$ cat config.mk
export PLATFORM = sky130hd
export DESIGN_NAME = quad_out
export DESIGN_NICKNAME = d
export VERILOG_FILES = /design/src/quad_out_pkg.sv /design/src/quad_out.sv
export VERILOG_INCLUDE_DIRS = /design/src
export SDC_FILE = /design/constraint.sdc
export NUM_CORES = 1
export LEC_CHECK = 0
export BUFFER_PORTS_ARGS = -buffer_cell sky130_fd_sc_hd__buf_4
export CORE_ASPECT_RATIO = 1.1
export CORE_MARGIN = 4
export CORE_UTILIZATION = 65
export CTS_CLUSTER_DIAMETER = 100
export DETAILED_ROUTE_END_ITERATION = 10
export PLACE_DENSITY_LB_ADDON = 0.08
export SKIP_CTS_REPAIR_TIMING = 1
export SYNTH_ARGS = -nofsm -noshare
export SYNTH_HDL_FRONTEND = slang
export SYNTH_SLANG_ARGS = --single-unit
$ cat constraint.sdc
create_clock -name clk_i -period 6 [get_ports clk_i]
set_input_delay 1.5 -clock clk_i [delete_from_list [all_inputs] [get_ports clk_i]]
set_output_delay 1.5 -clock clk_i [all_outputs]
set_load 0.005 [all_outputs]
$ cat src/quad_out_defs.svh
// Timing constants for the quadrature output block.
// Assumes a 25 MHz core clock; all counts derive from the times below.
`ifndef QUAD_OUT_DEFS_SVH
`define QUAD_OUT_DEFS_SVH

// ----------------------------------------------------------------------
// Clock
// ----------------------------------------------------------------------
`define QO_CLK_MHZ        25

// ----------------------------------------------------------------------
// Times in ns, as specified
// ----------------------------------------------------------------------
`define QO_RT_GAP_NS      1000
`define QO_BURST_GAP_NS   500
`define QO_ERR_WIDTH_NS   200
`define QO_RT_LAG_NS      1000
`define QO_RT_ONLY_LAG_NS 2500
`define QO_BURST_LAG_NS   5000
`define QO_BURST_REV_NS   10000

// ----------------------------------------------------------------------
// Cycle counts: least times round up, longest times round down
// ----------------------------------------------------------------------
`define QO_CEIL_CYC(ns)   (((ns) * `QO_CLK_MHZ + 999) / 1000)
`define QO_FLOOR_CYC(ns)  (((ns) * `QO_CLK_MHZ) / 1000)
`define QO_RT_GAP_CYC     `QO_CEIL_CYC(`QO_RT_GAP_NS)
`define QO_BURST_GAP_CYC  `QO_CEIL_CYC(`QO_BURST_GAP_NS)
`define QO_ERR_WIDTH_CYC  `QO_CEIL_CYC(`QO_ERR_WIDTH_NS)
`define QO_RT_LAG_CYC     `QO_FLOOR_CYC(`QO_RT_LAG_NS)
`define QO_RT_ONLY_LAG_CYC `QO_FLOOR_CYC(`QO_RT_ONLY_LAG_NS)
`define QO_BURST_LAG_CYC  `QO_FLOOR_CYC(`QO_BURST_LAG_NS)
`define QO_BURST_REV_CYC  `QO_FLOOR_CYC(`QO_BURST_REV_NS)

`endif

$ cat src/quad_out_pkg.sv
// Types shared by the quadrature output block and its users.
// Assumes nothing beyond a SystemVerilog compiler.
package quad_out_pkg;

  // --------------------------------------------------------------------
  // Output modes
  // --------------------------------------------------------------------
  typedef enum logic [1:0] {
    MODE_REALTIME,
    MODE_BURST,
    MODE_ERROR,
    MODE_ALARM
  } out_mode_e;

  // --------------------------------------------------------------------
  // Differential line bundle
  // --------------------------------------------------------------------
  typedef struct packed {
    logic a;
    logic a_n;
    logic b;
    logic b_n;
    logic z;
    logic z_n;
  } quad_lines_s;

endpackage : quad_out_pkg

$ cat src/quad_out.sv
// Quadrature output generator: turns position steps from the sensing front
// end into differential phase A/B (and origin) lines, with mode selection.
// Assumes step, direction and status inputs come from logic on clk_i.
`timescale 1ns/10ps
`include "quad_out_defs.svh"

module quad_out #(
  parameter bit         BURST_EN       = 1'b1,
  parameter bit         HAS_ORIGIN     = 1'b1,
  parameter int         CNT_W          = 8,
  parameter logic [7:0] RT_GAP_CYC     = 8'(`QO_RT_GAP_CYC),
  parameter logic [7:0] BURST_GAP_CYC  = 8'(`QO_BURST_GAP_CYC),
  parameter logic [7:0] ERR_WIDTH_CYC  = 8'(`QO_ERR_WIDTH_CYC)
) (
  // Clock, reset, enable
  input  wire logic                      clk_i,
  input  wire logic                      rst_b_i,
  input  wire logic                      ce_i,
  // Motion from the sensing front end
  input  wire logic                      step_i,
  input  wire logic                      step_retract_i,
  input  wire logic                      origin_i,
  // Speed and fault status
  input  wire logic                      over_rt_speed_i,
  input  wire logic                      over_response_i,
  input  wire logic                      disturb_i,
  input  wire logic                      alarm_i,
  // Differential output lines and current mode
  output quad_out_pkg::quad_lines_s      lines_o,
  output quad_out_pkg::out_mode_e        mode_o
);

  // ----------------------------------------------------------------------
  // State
  // ----------------------------------------------------------------------
  quad_out_pkg::out_mode_e   mode,     next_mode;
  quad_out_pkg::quad_lines_s lines,    next_lines;
  logic signed [CNT_W-1:0]   pend,     next_pend;
  logic [1:0]                phase,    next_phase;
  logic [7:0]                gap,      next_gap;
  logic                      edge_now;

  localparam logic signed [CNT_W-1:0] PEND_MAX = {1'b0, {(CNT_W-1){1'b1}}};
  localparam logic signed [CNT_W-1:0] PEND_MIN = {1'b1, {(CNT_W-1){1'b0}}};
  // A signed one-bit literal would read as minus one, so spell out plus one
  localparam logic signed [CNT_W-1:0] PEND_ONE = {{(CNT_W-1){1'b0}}, 1'b1};

  // Gray phase index to line levels; +1 gives A leading
  function automatic logic [1:0] phase_ab(input logic [1:0] p);
    phase_ab = {p[1] ^ p[0], p[1]};
  endfunction : phase_ab

  // ----------------------------------------------------------------------
  // Mode selection
  // ----------------------------------------------------------------------
  // Alarm outranks error, error outranks burst; no burst without the option
  always_comb begin
    if (alarm_i) begin
      next_mode = quad_out_pkg::MODE_ALARM;
    end else if (over_response_i || disturb_i) begin
      next_mode = quad_out_pkg::MODE_ERROR;
    end else if (BURST_EN && over_rt_speed_i) begin
      next_mode = quad_out_pkg::MODE_BURST;
    end else begin
      next_mode = quad_out_pkg::MODE_REALTIME;
    end
  end

  // ----------------------------------------------------------------------
  // Pending count, phase stepping and edge spacing
  // ----------------------------------------------------------------------
  // Pending holds steps not yet emitted; it is what the lag measures
  always_comb begin
    next_pend  = pend;
    next_phase = phase;
    next_gap   = (gap != 8'h00) ? gap - 8'h01 : 8'h00;
    next_lines = lines;
    edge_now   = 1'b0;
    case (mode)
      quad_out_pkg::MODE_REALTIME, quad_out_pkg::MODE_BURST: begin
        if (step_i) begin
          if (step_retract_i && pend != PEND_MAX) begin
            next_pend = pend + PEND_ONE;
          end else if (!step_retract_i && pend != PEND_MIN) begin
            next_pend = pend - PEND_ONE;
          end
        end
        // A real-time gap still running would stall burst output; cut it short.
        // The cut still leaves the burst least gap since the last edge.
        if (mode == quad_out_pkg::MODE_BURST && gap >= BURST_GAP_CYC) begin
          next_gap = (BURST_GAP_CYC > 8'h01) ? BURST_GAP_CYC - 8'h02 : 8'h00;
        end
        // One quarter step per edge, spaced by the mode's least gap
        if (pend != '0 && gap == 8'h00) begin
          edge_now = 1'b1;
          if (pend > 0) begin
            next_phase = phase + 2'h1;
            next_pend  = next_pend - PEND_ONE;
          end else begin
            next_phase = phase - 2'h1;
            next_pend  = next_pend + PEND_ONE;
          end
          next_gap = ((mode == quad_out_pkg::MODE_BURST) ? BURST_GAP_CYC
                                                         : RT_GAP_CYC) - 8'h01;
        end
        {next_lines.a, next_lines.b} = phase_ab(next_phase);
      end
      quad_out_pkg::MODE_ERROR: begin
        // Counts from an error spell are void, so drop them
        next_pend = '0;
        if (gap == 8'h00) begin
          edge_now     = 1'b1;
          next_lines.a = ~lines.a;
          next_lines.b = ~lines.a;
          next_gap     = ERR_WIDTH_CYC - 8'h01;
        end
        next_phase = {next_lines.b, next_lines.a ^ next_lines.b};
      end
      quad_out_pkg::MODE_ALARM: begin
        // Antiphase toggling never occurs in real-time or burst output
        next_pend = '0;
        if (gap == 8'h00) begin
          edge_now     = 1'b1;
          next_lines.a = ~lines.a;
          next_lines.b = lines.a;
          next_gap     = ERR_WIDTH_CYC - 8'h01;
        end
        next_phase = {next_lines.b, next_lines.a ^ next_lines.b};
      end
      default: begin
        next_pend = '0;
      end
    endcase
    next_lines.z   = HAS_ORIGIN ? origin_i : 1'b0;
    next_lines.a_n = ~next_lines.a;
    next_lines.b_n = ~next_lines.b;
    next_lines.z_n = ~next_lines.z;
  end

  // Registers; everything holds while the enable is low
  always_ff @(posedge clk_i or negedge rst_b_i) begin
    if (!rst_b_i) begin
      mode  <= quad_out_pkg::MODE_REALTIME;
      lines <= '{a: 1'b0, a_n: 1'b1, b: 1'b0, b_n: 1'b1, z: 1'b0, z_n: 1'b1};
      pend  <= '0;
      phase <= 2'h0;
      gap   <= 8'h00;
    end else if (ce_i) begin
      mode  <= next_mode;
      lines <= next_lines;
      pend  <= next_pend;
      phase <= next_phase;
      gap   <= next_gap;
    end
  end

  assign lines_o = lines;
  assign mode_o  = mode;

  // ----------------------------------------------------------------------
  // Checks
  // ----------------------------------------------------------------------
  // Cycles since the last A or B change, saturating
  logic [7:0] since_edge;
  always_ff @(posedge clk_i or negedge rst_b_i) begin
    if (!rst_b_i) begin
      since_edge <= 8'hff;
    end else if (ce_i) begin
      since_edge <= edge_now ? 8'h01 : ((since_edge == 8'hff) ? 8'hff : since_edge + 8'h01);
    end
  end
endmodule : quad_out

======== Word level (Yosys, flattened, before mapping) ========
Index checks and enable logic that the tools add are counted.
storage, ports and cells
  output and inout bits ................... 8
  word-level logic and storage cells ...... 73
  bits in registers ....................... 26
  bits of input ports ..................... 10
cells by class
  equality and inequality tests ........... 5
  bitwise operators ....................... 7
  add/sub/neg operators ................... 8
  muxes and demuxes ....................... 29
  reductions and logical operators ........ 12
  magnitude comparators ................... 2
operator list
  kind                                                               number
  two-way mux 8 bit                                                  10
  case mux 8 bit (2 select lines)                                    2
  adder 8 x 2 -> 8 bit, second input constant                        2
  != test 8 bit, second input constant                               2
  nonzero test 8 bit                                                 2
  subtractor 8 x 2 -> 8 bit, second input constant                   2
  two-way mux 2 bit                                                  5
  greater-or-equal comparator 8 x 4 -> 1 bit, second input constant  1
  greater-than comparator 8 x 1 -> 1 bit, second input constant      1
  logical NOT 8 bit                                                  1
  two-way mux 1 bit                                                  8
  subtractor 8 x 1 -> 8 bit, second input constant                   1
  case mux 1 bit (3 select lines)                                    2
  case mux 2 bit (3 select lines)                                    1
  subtractor 5 x 1 -> 6 bit, second input constant                   1
  two-way mux 5 bit                                                  1
  equality test 2 bit, second input constant                         2
  logical AND 1 bit                                                  4
  inverter 1 bit                                                     4
  OR reduction 2 bit                                                 2
  XOR 1 bit                                                          3
  adder 2 x 1 -> 2 bit, second input constant                        1
  equality test 2 x 1 -> 1 bit, second input constant                1
  logical NOT 2 bit                                                  1
  3 further kinds                                                    3

======== Logic depth before layout (Yosys ltp) ========
Gate-level depths: netlist (run 1).
  word-level depth ........................ 10
  mapped depth ............................ 15
  gate-level depth less buffers ........... 14

======== Least setup slack after synthesis (run 1) ========
Ideal clock, no wire load.
  path kind ............................... input -> register
  start ................................... input port step_retract_i
  end ..................................... register pend[6]
  path slack .............................. 2,038 ps
  stages .................................. 12
  data required time ...................... 5,896 ps
  buffers on the path ..................... 1
  arrival time ............................ 3,859 ps
  setup time .............................. 104 ps
  cell sequence ........................... buf_2 or4b_2 o21a_1 nor2_1 xor2_1 ha_1 o21ai_0 a21oi_1 o21ai_0 a211oi_1 nor3_1 a221oi_1
between the ends
  longest elaborated chain between the ends .. 10
  elaborated cells between the ends (all ways) .. 12
  classes of those cells .................. add/sub: 2; mux: 7; reduce/logical: 3
ends and longest elaborated chain
  what                                                                      RTL line                         source
  start, declared                                                           quad_out.sv:21                   input wire logic step_retract_i,
  logical NOT 1 bit                                                         quad_out.sv:84                   end else if (!step_retract_i && pend != PEND_MIN) begin
  logical AND 1 bit                                                         quad_out.sv:84
  two-way mux 8 bit                                                         quad_out.sv:84
  two-way mux 8 bit (*)                                                     quad_out.sv:82                   if (step_retract_i && pend != PEND_MAX) begin
  two-way mux 8 bit (*)                                                     quad_out.sv:81                   if (step_i) begin
  two-way mux 8 bit (*)                                                     quad_out.sv:79                   case (mode)
  adder 8 x 2 -> 8 bit / subtractor 8 x 2 -> 8 bit (equally long branches)  quad_out.sv:101, quad_out.sv:98
  two-way mux 8 bit                                                         quad_out.sv:96                   if (pend > 0) begin
  two-way mux 8 bit (*)                                                     quad_out.sv:94                   if (pend != '0 && gap == 8'h00) begin
  case mux 8 bit (2 select lines) (*)                                       quad_out.sv:79
  end signal, assigned                                                      quad_out.sv:151                  pend <= next_pend;
  end, declared                                                             quad_out.sv:38                   logic signed [CNT_W-1:0] pend, next_pend;
Every way passes the cells marked *; elsewhere a longest branch is shown, timed or not. The select of a mux whose other input is x is not followed.
A chain may end at the register's enable or synchronous reset.

======== Worst setup path in the final report (run 1) ========
  start ................................... input port step_retract_i
  end ..................................... register pend[3]
The elaborated chain is that of the path after synthesis.

==> reports/metrics.cfg, run 1 <==
[cts]
clock_latency_ns=0.31
cts_tree=built
cts_buffer_depth=2
htreeDepth=1
cts_made_buffers=3
cts_sinks=25
clk_pin_slew_ns=0.13
root_buffer=clkbuf_4

[route]
wirelength_um=5100
detail_route.vias_per_cell=6.54
via_count=1989
drc=0
drt-pass1-iter-count=4
wl_per_cell_um=16.8
ant_nets=0
first_iter_violations=171

[power]
irDropWorstVdd_uv=106
total_power_mw=0.628
p_per_area_nw_per_um2=268
p_leak_nw=1.04

[floorplanning]
core.rowCount=22
fp.dieW_um=63.7
die_h_um=69.3
floorplan.core_area_um2=3300
io-pin-count=18
initial_core_util_pct=67.2
dieArea_um2=4410

[synthesis]
synth_compound_area_share_pct=23.5
synth_top_family_by_area=simple AND/OR/NAND/NOR gates
synthTopCellsByArea=dfrtp_1 25%, ha_1 6.2%, a21oi_1 4.1%
synth_fa_ha_area_share_pct=7.10
yosys_warnings=0
ys.flop_type=dfrtp_1
synthSimpleGateAreaFrac_pct=24.5
postSynthRegisterBits=25
muxShareOfSynthArea_pct=5.13
yosys.area_share.xor_xnor_pct=5.92
yosysTopAreaCell=dfrtp_1
synth_edf_count=0
synth_cells=265
yosysTopAreaCellShare_pct=24.8
synth_area_per_cell_um2=8.38
async_reset_ff_share_pct=100
syn_nets=287
synth-seq-area-share_pct=28.4
syn_area_um2=2220
synth_cell_types=60

[layout]
diodes=0
fillers=286
final_area_um2=2340
drive_above_1_share_pct=14.2
seqCellArea_um2=629
area_growth_pct=5.47
multi_input_area_um2=1470
nNetsFinal=291

[global_routing]
grt_usage_pct=24.0
grt_pass1_vias=1923
grt_max_degree=28
antenna_found_initial=0
grt_overflow=0
grt_pass1_wl_um=8690

[min_path]
hp-class=reg2reg
hold_path_depth=2

[sta]
hold_viol_final=0
fin_ws_ns=1.94
rsz0062_at_grt=false
setup_viol_count_final=0
setup-tns-final_ns=0
whs_ns=0.490
fin_skew_ns=0.00353
period_share_pct=67.6
worst_pin_slew_ns=0.658
period_needed_ns=4.06
fmax_mhz=246
maxSlewHeadroom_pct=56.1
slew_violations=0

[critical_path]
crit_slowest_cell=nor3_1
path_cells=buf_4 -> nor4bb_1 -> nand2_1 -> nand3_2 -> nor2_1 -> xor2_1 -> ha_1 -> nand2_1 -> a2bb2oi_1 -> nor3_1 -> nor3_1 -> xnor2_1 -> a211o_1
cp_max_fo=11
worst-r2r-cell-count=14
critPathKind=in2reg
critPathTopFamily=simple AND/OR/NAND/NOR gates
critPathBufInv=1
slowest_delay_ns=0.40
cp-start-kind=input port
cp-end-kind=register
critical_path_required_ns=6.21
cp.depth=13
cp.arrival_ns=4.27

[placed_design]
pre_cts_slack_ns=1.64
hpwl_um=3750
globalplace.congestion=0.866
placed_cell_area_um2=2310
io_buffers=17

[flow_run]
max-cap-violations=0

[run_status]
status=completed

-- synth_stat cells, drive strengths merged (3+ instances only) --
cell and n:
xor2 6, dfrtp 22, o21a 3, xnor2 9
nor4 4, nand3 7, a22o 3, ha 11
dfstp 3, inv 12, a221oi 4, nand2 21
a21oi 18, clkbuf 10, and3 4, mux2i 8
o21ai 13, a21o 3, a211o 3, o211ai 4
buf 8, nor2 23, nand4 4, o2bb2ai 3
or4 3, nor3 13, nand2b 7, mux2 3
-- state kept, by name, indices dropped and copies added (netlist names) --
| name | cells |
|---|---|
| gap | 8 |
| pend | 8 |
| lines_o | 6 |
| mode_o | 2 |
| phase | 1 |
-- worst min-delay path, delay by kind of cell, from the launching register on --
| kind | cells | cell delay, ns |
|---|---|---|
| AOI/OAI and AO/OA | 1 | 0.06 |
| DFF | 1 | 0.39 |
| buffers and inverters | 1 | 0.05 |
-- routing by layer --
layer,global-route usage [%],up-vias,share of wire [%]
li1,-,984,-
met1,31.5,933,45
met2,40.0,62,50
met3,1.94,10,3.8
met4,10.6,0,2.1
met5,0,-,0
-- cells by family (layout without fill, tap and decap cells) --
| family | after synthesis | count (layout) |
|---|---|---|
| xor gates and xnor gates | 15 | 15 |
| DFF | 25 | 25 |
| and+or+nand+nor | 100 | 100 |
| muxes | 11 | 11 |
| AOI/OAI and AO/OA | 72 | 72 |
| buffers and inverters | 30 | 33 |
| adders and majority gates | 12 | 12 |
-- where the power goes --
part	switching (mW)	internal [mW]	leakage, nW
clock	0.0491	0.0259	0.0150
sequential	0.0528	0.214	0.301
combinational	0.147	0.139	0.725
-- area by class of cell --
class	count	area share (%)
Timing Repair Buffer	17	5.45
Inverter	12	1.92
Sequential cell	25	26.9
Multi-Input combinational cell	210	62.7
Tap cell	36	1.92
Clock buffer	4	1.12
-- per-stage QoR --
| stage | cells | utilization [%] |
|---|---|---|
| 2_1_floorplan | 265 | - |
| 3_3_place_gp | 300 | 70.1 |
| 3_5_place_dp | 300 | 70.1 |
| 4_1_cts | 304 | 70.9 |
| 5_1_grt | 304 | 70.9 |
| 6_report | 304 | 70.9 |
-- final timing paths --
| kind | start | to | slack [ns] |
|---|---|---|---|
| min in group asynchronous | rst_b_i | gap[6] | 1.06 |
| worst min register to register | lines_o[4] | lines_o[4] | 0.49 |
| worst max register to register | pend[0] | pend[3] | 2.24 |
| worst min-delay path | lines_o[4] | lines_o[4] | 0.49 |
| max in group asynchronous | rst_b_i | lines_o[2] | 4.63 |
| worst max-delay path | step_retract_i | pend[3] | 1.94 |
-- cell usage in the layout (no fill, tap or decap), drive strengths merged, types with 6 or more instances in the layout --
master	count
xor2	6
mux2i	8
nand3	7
nor2	23
dfrtp	22
buf	17
nand2	21
ha	11
nand2b	7
xnor2	9
inv	12
a21oi	18
o21ai	13
nor3	13
No activity file was read; power rests on OpenSTA's default activity.
==> run 2: changes to the inputs <==
--- a/config.mk
+++ b/config.mk
@@ -9,7 +9,7 @@
 export BUFFER_PORTS_ARGS = -buffer_cell sky130_fd_sc_hd__buf_4
 export CORE_ASPECT_RATIO = 1.1
 export CORE_MARGIN = 4
-export CORE_UTILIZATION = 65
+export CORE_UTILIZATION = 60
 export CTS_CLUSTER_DIAMETER = 100
 export DETAILED_ROUTE_END_ITERATION = 10
 export PLACE_DENSITY_LB_ADDON = 0.08
==> constraint.sdc (replaced) <==
create_clock -name clk_i -period 3.8 [get_ports clk_i]
set_input_delay 0.95 -clock clk_i [delete_from_list [all_inputs] [get_ports clk_i]]
set_output_delay 0.95 -clock clk_i [all_outputs]
set_load 0.005 [all_outputs]
==> run 2 against run 1 <==
  * Worst setup slack got worse by 1.7 ns
  * Sequential power increased by 58%
  * Via count increased by 3.7%
  * Global-route usage increased by 0.57 points
  * Clock skew about the same
  * First-iteration DRC count increased by 9.9%
  * Cell area increased by 3.7%
  * Combinational power increased by 63%
  * Critical path depth increased by 1
  * Power increased by 63%
  * Flip-flop and latch count unchanged
==> reports/metrics.cfg, run 2 (synthesized netlist as in run 1, its figures left out) <==
[power]
p_sw_mw=0.416  ; +67%
irDropWorstVdd_uv=338  ; +220%
clkPwrFrac_pct=13.1  ; +1.2 points
p_seq_share_pct=41.4  ; -1.1 points
p_comb_share_pct=45.5  ; about the same
p_per_area_nw_per_um2=421  ; +57%
p_leak_nw=1.08  ; +4.0%
total_power_mw=1.02  ; +63%
switching_share_pct=40.7  ; +1.0 points
p_int_mw=0.606  ; +60%

[cts]
cts_sinks=25  ; unchanged
cts_made_buffers=3  ; unchanged
root_buffer=clkbuf_4
clock_latency_ns=0.34  ; +0.03 ns
cts_tree=built
clk_pin_slew_ns=0.16  ; +0.03 ns
cts_buffer_depth=2  ; unchanged
htreeDepth=1  ; unchanged

[sta]
fin_ws_ns=0.289  ; -1.65 ns
hold_viol_final=0  ; unchanged
fmax_mhz=285
setup_viol_count_final=0  ; unchanged
period_share_pct=92.4
fin_skew_ns=0.00319  ; -0.000340 ns
slew_violations=0  ; unchanged
period_needed_ns=3.51
rsz0062_at_grt=false
maxSlewHeadroom_pct=59.3  ; +3.1 points
setup-tns-final_ns=0  ; unchanged
worst_pin_slew_ns=0.611  ; -0.0471 ns

[layout]
final_cell_mix=26 x buf_4, 22 x nor2_1, 22 x dfrtp_1
diodes=0  ; unchanged
fillers=295  ; +3.1%
area_growth_pct=9.36
layout_commonest_cell=buf_4
nNetsFinal=300  ; +3.1%
drive_above_1_share_pct=17.3  ; +3.1 points

[critical_path]
critPathKind=reg2reg
cp_max_fo=8  ; -3
cp.arrival_ns=3.76  ; -0.51 ns
cp-start-kind=register
critical_path_required_ns=4.04  ; -2.17 ns
cp-end-kind=register

[floorplanning]
dieArea_um2=4740  ; +7.3%
fp.dieW_um=66.0  ; +3.6%
io-pin-count=18  ; unchanged
die_h_um=71.8  ; +3.6%
floorplan.core_area_um2=3440  ; +4.2%
initial_core_util_pct=64.5  ; -2.7 points
core.rowCount=22  ; unchanged

[global_routing]
grt_pass1_wl_um=9270  ; +6.7%
antenna_found_initial=0  ; unchanged
grt_max_degree=28  ; unchanged
grt_pass1_vias=1967  ; +2.3%
grt_overflow=0  ; unchanged
grt_usage_pct=24.6  ; +0.57 points

[placed_design]
pre_cts_slack_ns=0.106  ; -1.53 ns
globalplace.congestion=0.950  ; +9.7%
hpwl_um=3970  ; +5.9%
io_buffers=17  ; unchanged

[route]
drt-pass1-iter-count=4  ; unchanged
wl_per_cell_um=16.5  ; -2.0%
wirelength_um=5350  ; +4.8%
via_count=2063  ; +3.7%
ant_nets=0  ; unchanged
drc=0  ; unchanged
first_iter_violations=188  ; +9.9%
detail_route.vias_per_cell=6.35  ; -3.0%

[run_status]
status=completed

[min_path]
hp-class=in2async

[flow_run]
max-cap-violations=0  ; unchanged

-- run 2: cell count changes in the layout (fill, tap and decap cells not counted) --
| cell | change |
|---|---|
| buf_4 | +9 |
| clkbuf_1 | -1 |
| clkinvlp_4 | +1 |
-- run 2: area by class of cell --
class	instances	area [um^2]	share of cell area, %
tap	48	60.1	2.47
clock inverter	1	7.51	0.309
sequential	25	629	25.9
multi-input combinational	210	1470	60.5
timing repair buffer	26	195	8.04
inverter	12	45.0	1.86
clock buffer	3	22.5	0.928
-- run 2: metal layers --
layer | share of wire (%) | vias up | routed length, um | global-route usage, %
met4 | 1.7 | 0 | 92 | 7.00
met1 | 45 | 976 | 2430 | 34.8
met2 | 46 | 75 | 2460 | 39.0
met5 | 0 | - | 0 | 0
li1 | - | 1002 | - | -
met3 | 6.8 | 10 | 365 | 3.45
-- run 2: worst paths after layout --
check / endpoint / start / slack [ns] / depth (start not counted)
setup / recovery: pend[3] / pend[0] / 0.29 / 14
hold / removal: pend[2] / rst_b_i / 0.49 / 1
setup reg to reg: pend[3] / pend[0] / 0.29 / 14
hold reg to reg: lines_o[4] / lines_o[4] / 0.49 / 2
max in group asynchronous: lines_o[4] / rst_b_i / 3.00 / 1
min in group clk_i: lines_o[4] / lines_o[4] / 0.49 / 2
-- run 2: critical path, cell delays in order (launching register included) --
cell and delay (ns):
dfrtp_1 0.41, buf_4 0.17, ha_1 0.25, and4b_1 0.28
nand3_1 0.15, nand3_2 0.21, a22oi_1 0.39, inv_1 0.10
ha_1 0.30, nand2_1 0.07, a2bb2oi_1 0.22, nor3_1 0.07
nor3_1 0.38, xnor2_1 0.11, a211o_1 0.30
-- run 2: power groups by stage --
stage / Combinational (mW) / Sequential (mW) / Clock (mW)
after floorplan: 0.372 / 0.395 / 0
after global placement: 0.453 / 0.423 / 0
after detailed placement: 0.466 / 0.427 / 0
after CTS: 0.467 / 0.422 / 0.135
after global routing: 0.527 / 0.438 / 0.144
final: 0.466 / 0.423 / 0.134
-- run 2: per-stage QoR --
step / hold WS [ns] / cells / utilization (%) / area (um^2)
3_5_place_dp: 0.476 / 321 / 69.7 / 2400
4_1_cts: 0.491 / 325 / 70.5 / 2430
5_1_grt: 0.503 / 325 / 70.5 / 2430
3_3_place_gp: 0.456 / 321 / 69.7 / 2400
6_report: 0.489 / 325 / 70.5 / 2430
2_1_floorplan: 0.458 / 265 / - / 2220
